===== src/include/gdps_pkg.sv =====
/*
  Constants and carrier types for the primary-side status register pair.
  Assumes one 10 MHz clock and a synchronous active-low reset.
*/
package gdps_pkg;

  // ------------------------------------------------------------
  // Register offsets (word index on the serial link)
  // ------------------------------------------------------------
  localparam logic [3:0]  GDPS_ADDR_STATUS        = 4'h1;
  localparam logic [3:0]  GDPS_ADDR_STATUS_SECOND = 4'h2;

  // ------------------------------------------------------------
  // Reset values
  // ------------------------------------------------------------
  localparam logic [15:0] GDPS_STATUS_RESET        = 16'h087D;
  localparam logic [15:0] GDPS_STATUS_SECOND_RESET = 16'h0010;
  localparam logic [1:0]  GDPS_TON_RESET           = 2'h0;
  localparam logic [3:0]  GDPS_TOFF_RESET          = 4'hF;
  localparam logic        GDPS_READY_RESET         = 1'b1;
  localparam logic        GDPS_FAULT_A_RESET       = 1'b0;
  localparam logic        GDPS_FAULT_B_RESET       = 1'b1;

  // ------------------------------------------------------------
  // Field positions, both words
  // ------------------------------------------------------------
  localparam int GDPS_ERR_BIT     = 11;
  localparam int GDPS_TON_LSB     = 8;
  localparam int GDPS_RUN_BIT     = 7;
  localparam int GDPS_READY_BIT   = 6;
  localparam int GDPS_TOFF_LSB    = 2;
  localparam int GDPS_FLOATC_BIT  = 11;
  localparam int GDPS_SHOOT_BIT   = 10;
  localparam int GDPS_HEAT_BIT    = 9;
  localparam int GDPS_FLOATS_BIT  = 8;
  localparam int GDPS_MODE_LSB    = 5;
  localparam int GDPS_FAULTB_BIT  = 4;
  localparam int GDPS_FAULTA_BIT  = 3;
  localparam int GDPS_ENABLE_INPUT_VALID_BIT   = 2;
  localparam int GDPS_REJECT_BIT  = 1;
  localparam int GDPS_PARITY_BIT  = 0;

  // ------------------------------------------------------------
  // Modes and timing
  // ------------------------------------------------------------
  localparam logic [2:0]  GDPS_RUN_STATE_MODE   = 3'h4;
  localparam int          GDPS_ENABLE_INPUT_VALID_STABLE_CYC = 4;

  // ------------------------------------------------------------
  // Carrier types
  // ------------------------------------------------------------
  typedef struct packed {
    logic       float_control;
    logic       shoot_block;
    logic       overheat;
    logic       floating;
    logic [2:0] mode;
    logic       ready;
  } gdps_sec_t;

  typedef struct packed {
    logic       on_valid;
    logic [1:0] on_level;
    logic       off_valid;
    logic [3:0] off_level;
  } gdps_plat_t;

endpackage : gdps_pkg


===== src/core/gdps_status_regs.sv =====
/*
  Primary-side read-only status registers of an isolated gate driver.
  Assumes the serial front end delivers decoded read/write strokes,
  accepted plateau requests, the message-reject flag and the error word
  on this clock; secondary mirrors and the enable pin arrive asynchronously.
*/
// What this block does
// Error summary bit is OR of errors
// Reserved positions always read zero
// Run flag set only in mode four
// Bit 6 shows secondary die ready
// Bits 9:8 hold last turn-on request
// Bits 5:2 hold last turn-off request
// Bit 1 flags last frame rejected
// Bit 0 is odd parity of word
// Bit 11 mirrors secondary float control
// Bit 10 shows shoot-through inhibition active
// Bit 9 mirrors secondary overheat status
// Bit 8 mirrors secondary floating status
// Bits 7:5 mirror secondary mode code
// Sticky fault bits set on pin low
// Bit 2 shows enable input valid
// Besides pin low, only reset changes sticky bits; it clears bit 3 and sets bit 4
// Host writes to status words ignored
module gdps_status_regs #(
  parameter int ENABLE_INPUT_VALID_STABLE_CYC = gdps_pkg::GDPS_ENABLE_INPUT_VALID_STABLE_CYC
) (
  // Clock and reset
  input  wire logic              clock_in,
  input  wire logic              rstn_in,
  // Register access from serial front end
  input  wire logic              rd_req_in,
  input  wire logic              wr_req_in,
  input  wire logic [3:0]        addr_in,
  output logic      [15:0]       rd_data_out,
  output logic                   rd_valid_out,
  output logic                   rd_hit_out,
  // Front-end state
  input  wire logic [15:0]       error_word_in,
  input  wire logic              last_frame_rejected_in,
  input  wire gdps_pkg::gdps_plat_t plateau_req_in,
  // Secondary mirrors and pins
  input  wire gdps_pkg::gdps_sec_t  secondary_in,
  input  wire logic              enable_pin_in,
  input  wire logic              fault_out_a_req_in,
  input  wire logic              fault_out_b_req_in,
  output logic                   fault_out_a_pin_out,
  output logic                   fault_out_a_pin_oe_out,
  output logic                   fault_out_b_pin_out,
  output logic                   fault_out_b_pin_oe_out,
  // Live status words
  output logic      [15:0]       status_word_out,
  output logic      [15:0]       status_second_word_out
);
  import gdps_pkg::*;

  // ------------------------------------------------------------
  // Helpers
  // ------------------------------------------------------------
  function automatic logic [15:0] add_odd_parity(input logic [15:0] word);
    logic [15:0] w;
    w = word;
    w[GDPS_PARITY_BIT] = ~(^word[15:1]);
    return w;
  endfunction : add_odd_parity

  localparam gdps_sec_t SEC_RESET = '{
    float_control: 1'b0,
    shoot_block:   1'b0,
    overheat:      1'b0,
    floating:      1'b0,
    mode:          3'h0,
    ready:         GDPS_READY_RESET
  };

  localparam int CNT_W = $clog2(ENABLE_INPUT_VALID_STABLE_CYC + 1);
  localparam logic [CNT_W-1:0] CNT_MAX = CNT_W'(ENABLE_INPUT_VALID_STABLE_CYC);

  // ------------------------------------------------------------
  // Declarations
  // ------------------------------------------------------------
  gdps_sec_t        sec_meta_reg;
  gdps_sec_t        sec_sync_reg;
  logic             en_meta_reg;
  logic             en_sync_reg;
  logic             en_prev_reg;
  logic [CNT_W-1:0] en_cnt_reg;
  logic             en_valid_reg;
  logic [1:0]       ton_reg;
  logic [3:0]       toff_reg;
  logic             reject_reg;
  logic             err_reg;
  logic             fault_a_drive_reg;
  logic             fault_b_drive_reg;
  logic             fault_a_seen_reg;
  logic             fault_b_seen_reg;
  logic [15:0]      status_next;
  logic [15:0]      status_second_next;
  logic [15:0]      rd_data_next;
  logic             rd_hit_next;

  // ------------------------------------------------------------
  // Synchronisers for secondary mirrors and enable pin
  // ------------------------------------------------------------
  always_ff @(posedge clock_in) begin
    if (!rstn_in) begin
      sec_meta_reg <= SEC_RESET;
      sec_sync_reg <= SEC_RESET;
    end else begin
      sec_meta_reg <= secondary_in;
      sec_sync_reg <= sec_meta_reg;
    end
  end

  always_ff @(posedge clock_in) begin
    if (!rstn_in) begin
      en_meta_reg <= 1'b0;
      en_sync_reg <= 1'b0;
    end else begin
      en_meta_reg <= enable_pin_in;
      en_sync_reg <= en_meta_reg;
    end
  end

  // ------------------------------------------------------------
  // Enable validity: level must stand still long enough
  // ------------------------------------------------------------
  always_ff @(posedge clock_in) begin
    if (!rstn_in) begin
      en_prev_reg  <= 1'b0;
      en_cnt_reg   <= '0;
      en_valid_reg <= 1'b0;
    end else begin
      en_prev_reg <= en_sync_reg;
      if (en_sync_reg != en_prev_reg) begin
        en_cnt_reg   <= '0;
        en_valid_reg <= 1'b0;
      end else if (en_cnt_reg != CNT_MAX) begin
        en_cnt_reg   <= en_cnt_reg + CNT_W'(1);
        en_valid_reg <= 1'b0;
      end else begin
        en_valid_reg <= 1'b1;
      end
    end
  end

  // ------------------------------------------------------------
  // Latest plateau requests accepted over the serial link
  // ------------------------------------------------------------
  always_ff @(posedge clock_in) begin
    if (!rstn_in) begin
      ton_reg <= GDPS_TON_RESET;
    end else if (plateau_req_in.on_valid) begin
      ton_reg <= plateau_req_in.on_level;
    end
  end

  always_ff @(posedge clock_in) begin
    if (!rstn_in) begin
      toff_reg <= GDPS_TOFF_RESET;
    end else if (plateau_req_in.off_valid) begin
      toff_reg <= plateau_req_in.off_level;
    end
  end

  // ------------------------------------------------------------
  // Message reject and error summary
  // ------------------------------------------------------------
  always_ff @(posedge clock_in) begin
    if (!rstn_in) begin
      reject_reg <= 1'b0;
    end else begin
      reject_reg <= last_frame_rejected_in;
    end
  end

  always_ff @(posedge clock_in) begin
    if (!rstn_in) begin
      err_reg <= 1'b1;
    end else begin
      err_reg <= |error_word_in;
    end
  end

  // ------------------------------------------------------------
  // Fault notification pins (open drain, low when requested)
  // ------------------------------------------------------------
  always_ff @(posedge clock_in) begin
    if (!rstn_in) begin
      fault_a_drive_reg <= 1'b0;
      fault_b_drive_reg <= 1'b0;
    end else begin
      fault_a_drive_reg <= fault_out_a_req_in;
      fault_b_drive_reg <= fault_out_b_req_in;
    end
  end

  always_ff @(posedge clock_in) begin
    if (!rstn_in) begin
      fault_out_a_pin_out    <= 1'b0;
      fault_out_b_pin_out    <= 1'b0;
      fault_out_a_pin_oe_out <= 1'b0;
      fault_out_b_pin_oe_out <= 1'b0;
    end else begin
      fault_out_a_pin_out    <= 1'b0;
      fault_out_b_pin_out    <= 1'b0;
      fault_out_a_pin_oe_out <= fault_a_drive_reg;
      fault_out_b_pin_oe_out <= fault_b_drive_reg;
    end
  end

  // ------------------------------------------------------------
  // Sticky fault request bits; set while a fault pin is driven low, otherwise only reset changes them, clearing A and setting B
  // ------------------------------------------------------------
  always_ff @(posedge clock_in) begin
    if (!rstn_in) begin
      fault_a_seen_reg <= GDPS_FAULT_A_RESET;
      fault_b_seen_reg <= GDPS_FAULT_B_RESET;
    end else begin
      fault_a_seen_reg <= fault_a_seen_reg | fault_out_a_pin_oe_out;
      fault_b_seen_reg <= fault_b_seen_reg | fault_out_b_pin_oe_out;
    end
  end

  // ------------------------------------------------------------
  // Status word assembly
  // ------------------------------------------------------------
  always_comb begin
    status_next = 16'h0000;
    status_next[GDPS_ERR_BIT] = err_reg;
    status_next[GDPS_TON_LSB +: 2] = ton_reg;
    status_next[GDPS_RUN_BIT] = (sec_sync_reg.mode == GDPS_RUN_STATE_MODE);
    status_next[GDPS_READY_BIT] = sec_sync_reg.ready;
    status_next[GDPS_TOFF_LSB +: 4] = toff_reg;
    status_next[GDPS_REJECT_BIT] = reject_reg;
    status_next = add_odd_parity(status_next);
  end

  always_comb begin
    status_second_next = 16'h0000;
    status_second_next[GDPS_FLOATC_BIT] = sec_sync_reg.float_control;
    status_second_next[GDPS_SHOOT_BIT] = sec_sync_reg.shoot_block;
    status_second_next[GDPS_HEAT_BIT] = sec_sync_reg.overheat;
    status_second_next[GDPS_FLOATS_BIT] = sec_sync_reg.floating;
    status_second_next[GDPS_MODE_LSB +: 3] = sec_sync_reg.mode;
    status_second_next[GDPS_FAULTB_BIT] = fault_b_seen_reg;
    status_second_next[GDPS_FAULTA_BIT] = fault_a_seen_reg;
    status_second_next[GDPS_ENABLE_INPUT_VALID_BIT] = en_valid_reg;
    status_second_next[GDPS_REJECT_BIT] = reject_reg;
    status_second_next = add_odd_parity(status_second_next);
  end

  always_ff @(posedge clock_in) begin
    if (!rstn_in) begin
      status_word_out        <= GDPS_STATUS_RESET;
      status_second_word_out <= GDPS_STATUS_SECOND_RESET;
    end else begin
      status_word_out        <= status_next;
      status_second_word_out <= status_second_next;
    end
  end

  // ------------------------------------------------------------
  // Read port; writes change nothing
  // ------------------------------------------------------------
  always_comb begin
    rd_data_next = 16'h0000;
    rd_hit_next  = 1'b0;
    case (addr_in)
      GDPS_ADDR_STATUS: begin
        rd_data_next = status_next;
        rd_hit_next  = 1'b1;
      end
      GDPS_ADDR_STATUS_SECOND: begin
        rd_data_next = status_second_next;
        rd_hit_next  = 1'b1;
      end
      default: begin
        rd_data_next = 16'h0000;
        rd_hit_next  = 1'b0;
      end
    endcase
  end

  always_ff @(posedge clock_in) begin
    if (!rstn_in) begin
      rd_data_out  <= 16'h0000;
      rd_valid_out <= 1'b0;
      rd_hit_out   <= 1'b0;
    end else if (rd_req_in && !wr_req_in) begin
      rd_data_out  <= rd_data_next;
      rd_valid_out <= 1'b1;
      rd_hit_out   <= rd_hit_next;
    end else begin
      rd_valid_out <= 1'b0;
      rd_hit_out   <= 1'b0;
    end
  end

endmodule : gdps_status_regs


===== config.mk =====
export PLATFORM = sky130hd
export DESIGN_NAME = gdps_status_regs
export DESIGN_NICKNAME = d
export VERILOG_FILES = /design/src/include/gdps_pkg.sv /design/src/core/gdps_status_regs.sv
export SDC_FILE = /design/constraint.sdc
export NUM_CORES = 1
export LEC_CHECK = 0
export BUFFER_PORTS_ARGS = -buffer_cell sky130_fd_sc_hd__buf_2
export CELL_PAD_IN_SITES_DETAIL_PLACEMENT = 0
export CELL_PAD_IN_SITES_GLOBAL_PLACEMENT = 2
export CORE_MARGIN = 5
export CORE_UTILIZATION = 29
export DETAILED_ROUTE_END_ITERATION = 6
export HOLD_SLACK_MARGIN = 0.15
export PLACE_DENSITY_LB_ADDON = 0.05
export SLEW_MARGIN = 20
export SYNTH_ARGS = -nofsm -noshare
export SYNTH_HDL_FRONTEND = slang
export SYNTH_SLANG_ARGS = --single-unit

===== constraint.sdc =====
create_clock -name clock_in -period 1.8 [get_ports clock_in]
set_input_delay 0 -clock clock_in [delete_from_list [all_inputs] [get_ports clock_in]]
set_output_delay 0 -clock clock_in [all_outputs]
set_load 0.01 [all_outputs]

Yosys cells after proc, flatten, opt, wreduce, memory -nomap -nowiden --
Cells that the tools add are included.
Storage, ports and cells: bits in registers 87, bits in latches 0, bits in writable memories 0, bits in read-only memories 0, output and inout bits 54, logic and storage cells 57, memories 0
Cells by class: add/subtract/negate cells 1, $mul 0, divide/modulo/power cells 0, magnitude comparators 0, equal/unequal tests 5, shift operators 0, multiplexer cells 4, bitwise gates (word level) 5, reduce and logical (&&, ||, !) cells 8
Operator list (number):
- $reduce_xor A15 Y1 | 2
- $pmux W12 S2 | 1
- $reduce_or A16 Y1 | 1
- $eq A4 B1 Y1 const B | 1
- $eq A4 B2 Y1 const B | 1
- $reduce_or A2 Y1 | 2
- $add A3 B1 Y3 const B | 1
- $eq A3 B3 Y1 const B | 1
- $mux W1 | 3
- $ne A3 B3 Y1 const B | 1
- $not A1 Y1 | 3
- $or A1 B1 Y1 | 2
- $reduce_and A2 Y1 | 1
- $logic_and A1 B1 Y1 | 1
- $logic_not A1 Y1 | 1
- $ne A1 B1 Y1 | 1

Longest topological paths before layout --
depth in word-level cells 4, mapped depth 7

Least setup slack after synthesis --
OpenSTA, ideal clock, no wires.
path kind flip-flop to flip-flop, start point register sec_sync_reg[1] (netlist bit), end point register rd_data_out[0], arrival time 1.445 ns, required time 1.682 ns, slack 0.237 ns, cell stages (with the launch flop) 8, buffers on the path 0, period minus slack after synthesis 1.563 ns, cell sequence dfxtp_1 inv_1 ha_1 xnor2_1 xnor3_1 xnor2_1 a221oi_2 nor2_1
Between the ends: longest elaborated chain between the ends 4, elaborated cells on any way between the ends 6, classes of those cells 1 x eq/ne; 1 x mux; 2 x bitwise; 2 x reduce/logical
RTL lines:
- from (decl) | RTL line gdps_status_regs.sv:83 | gdps_sec_t sec_sync_reg;
- from (signal assigned) | RTL line gdps_status_regs.sv:111 | sec_sync_reg <= sec_meta_reg;
- $eq A3 B3 Y1 | RTL line gdps_status_regs.sv:232 | status_next[GDPS_RUN_BIT] = (sec_sync_reg.mode == GDPS_RUN_STATE_MODE);
- $reduce_xor A15 Y1 | RTL line gdps_status_regs.sv:63 | w[GDPS_PARITY_BIT] = ~(^word[15:1]);
- $not A1 Y1 | RTL line gdps_status_regs.sv:63
- $pmux W12 S2 (*) | RTL line gdps_status_regs.sv:269 | case (addr_in)
- to (signal assigned) | RTL line gdps_status_regs.sv:291 | rd_data_out <= rd_data_next;
- to (decl) | RTL line gdps_status_regs.sv:35 | output logic [15:0] rd_data_out,
Every way passes the cells marked *; elsewhere a longest branch is shown, timed or not. A chain may end at the register's enable or synchronous reset.

Final worst setup path --
Ends and elaborated chain as after synthesis.

==> flow_metrics.tcl <==
set metrics [dict create \
    r2r-end "rd_data_out[0]$_SDFFE_PN0P_" \
    synth-simple-area-share_pct 20.74 \
    grt_first_pass_wirelength_mm 10.21 \
    cp-endpoint "rd_data_out[0]$_SDFFE_PN0P_" \
    ir_worst_vdd_mv 0.3341 \
    reg2reg_slack_ns 0.12 \
    vias 1987 \
    critPathArrivalTime_ns 1.91 \
    pre_cts_ws_ns 0.08787 \
    synth.distinct_cells 34 \
    maxCapViolations 0 \
    grt_pass1_vias 2022 \
    initial_core_util_pct 29.81 \
    wire_per_inst_um 12.94 \
    relSlewSlack_pct 61.03 \
    worst_pin_slew_ns 0.5845 \
    place_hpwl_mm 4.461 \
    finish.net_count 421 \
    reg_top3 "rd_data_out (12), status_second_word_out (11), status_word_out (11)" \
    fin_crit_sh_pct 93.10 \
    regMostFlops "rd_data_out" \
    routabilityCongestion 0.6954 \
    largest_reg_flops 12 \
    drive_gt1_share_pct 29.02 \
    cts_max_level 3 \
    whs_ns 0.1822 \
    ys.flop_type "dfxtp_1" \
    first_iter_violations 47 \
    finalSetupTns_ns 0 \
    cp_max_fo 2 \
    mostFrequentLayoutCells "buf_2, dfxtp_1, dlygate4sd3_1" \
    io_buffers 82 \
    setup_viol 0 \
    core.rowCount 34 \
    rsz0062_at_grt "false" \
    die_h_um 104.7 \
    cts_buffers 9 \
    wl_mm 6.303 \
    rr_worst_depth 7 \
    slew_viol_final 0 \
    avgSynthCellArea_um2 10.40 \
    synth_top_family_by_area "simple AND/OR/NAND/NOR gates" \
    cts.sinks 73 \
    power.density_nw_per_um2 960.8 \
    seq_area_frac_synth_pct 56.21 \
    num_io_pins 98 \
    drtPass1Iterations 4 \
    cts_tree "yes" \
    postRouteAntennaNets 0 \
    hp-class "primary input to flip-flop" \
    outcome "finished, final reports clean" \
    timing.fmax_ghz 0.5967 \
    track_usage_pct 11.73 \
    synth-compound-area-share_pct 5.005 \
    clk_latency_ns 0.34 \
    synthXorXnorAreaFrac_pct 7.122 \
    skew_ns 0.007035 \
    synth-async-reset-ratio_pct 0 \
    finalWorstSetupSlack_ns 0.1242 \
    root_buffer "clkbuf_8" \
    fill_cells 859 \
    synthMuxAreaShare_pct 2.310 \
    drc 0 \
    via_per_inst 4.080 \
    critPathKind "flip-flop to flip-flop" \
    coreArea_um2 8721 \
    crit_path_end_kind "flip-flop" \
    hold_violations 0 \
    netlist_instances 250 \
    syn_area_um2 2600 \
    p_leak_nw 1.687 \
    yosys_warnings 0 \
    period_minus_slack_ns 1.676 \
    die_area_um2 10960 \
    antennaDiodeCount 0 \
    mostFrequentLayoutCell "buf_2" \
    layout-area-overhead-vs-synth_pct 42.11 \
    die-width_um 104.7 \
    antenna_found_initial 0 \
    worstPathRequired_ns 2.04 \
    clockBufferDepth 2 \
    startpoint "sec_sync_reg[1]$_SDFF_PN0_" \
    synth_fa_ha_area_share_pct 1.444 \
    synth_edf_count 0 \
    synth-seq-cells 73 \
    r2r-start "sec_sync_reg[1]$_SDFF_PN0_" \
    grt_max_degree 24 \
    clkTransAtPathRegs_ns 0.08 \
    grt_overflow 0 \
    start_kind "flip-flop" \
]
==> per-layer routing <==
metal  GRT usage (%)  vias to the layer above  part of all wire (%)
li1                -                     1034                     -
met1           14.41                      884                    47
met2           18.28                       61                    44
met3           4.131                        8                   7.8
met4           5.753                        0                   1.5
met5               0                        -                     0
==> synth_stat cells (2+ instances only) <==
cell type  instances  area share (%)
a21oi_1            5            0.96
a221oi_1           8             2.7
and2_1            33             7.9
buf_2              2            0.39
buf_4             16             4.6
clkbuf_1           8             1.2
dfxtp_1           73              56
ha_1               3             1.4
inv_1              4            0.58
mux2i_1            6             2.3
nand2_1           12             1.7
nand2b_1           9             2.2
nand3_1            2            0.39
nor2_1            22             3.2
nor3_1            11             2.1
nor4_1             2            0.48
or2_1              2            0.48
xnor2_1           13             4.4
xnor3_1            2             1.7
xor2_1             3             1.0
==> how the worst min path moves through the flow <==
stage | start | endpoint | slack, ns | cells past startpoint
detailed placement | secondary_in[0] | sec_meta_reg[0]$_SDFF_PN1_ | 0.18 | 2
finish | addr_in[1] | rd_hit_out$_SDFF_PN0_ | 0.18 | 4
CTS | addr_in[1] | rd_hit_out$_SDFF_PN0_ | 0.16 | 4
global route | addr_in[1] | rd_hit_out$_SDFF_PN0_ | 0.20 | 4
floorplan | rstn_in | status_second_word_out[4]$_SDFF_PN1_ | 0.09 | 1
global placement | secondary_in[0] | sec_meta_reg[0]$_SDFF_PN1_ | 0.19 | 2
==> kinds of logic (layout without fill, tap and decap cells) <==
| group | Yosys count | in the layout |
|---|---|---|
| other | 1 | 15 |
| xor gates and xnor gates | 18 | 18 |
| AOI/OAI and AO/OA | 17 | 17 |
| DFF | 73 | 73 |
| and+or+nand+nor | 100 | 100 |
| muxes | 6 | 6 |
| adders and majority gates | 3 | 3 |
| buffers and inverters | 32 | 147 |
==> through the flow <==
| step | total power, mW | area [um^2] | util, % | cells |
|---|---|---|---|---|
| after detailed placement | 2.130 | 3085 | 35.38 | 433 |
| after CTS | 3.612 | 3685 | 42.25 | 487 |
| after global placement | 2.130 | 3085 | 35.38 | 433 |
| after global routing | 3.727 | 3695 | 42.37 | 487 |
| final | 3.550 | 3695 | 42.37 | 487 |
| after floorplan | 2.009 | 2653 | - | 264 |
==> where the power goes <==
group | total (mW) | leakage, nW | switching [mW] | internal [mW]
sequential | 1.74 | 0.600 | 0.0448 | 1.69
clock | 1.39 | 0.109 | 0.610 | 0.780
combinational | 0.424 | 0.978 | 0.190 | 0.234
total | 3.55 | 1.69 | 0.845 | 2.71
==> repair_timing <==
item | CTS | global route
endpoints found under the hold margin | 37 | 0
gates resized for setup | 0 | 3
endpoints found under the setup margin | 0 | 2
setup buffers | 0 | 0
hold buffers | 38 | 0
==> layout make-up <==
type	instances	area, um^2	share of cell area (%)
clock buffer	9	123.9	3.353
clock inverter	7	95.09	2.574
inverter	5	21.27	0.5757
multi-input combinational	159	1022	27.67
sequential	73	1461	39.55
tap	108	135.1	3.657
timing repair buffer	126	835.8	22.62
==> worst max-delay path: stages (launching register included) <==
cell and delay [ns]:
dfxtp_1 0.33, inv_1 0.06, ha_1 0.32, xnor2_2 0.14, xnor3_1 0.25, xnor2_1 0.17
a221oi_2 0.25, nor2_1 0.05
Power figures use the tool's default switching activity.
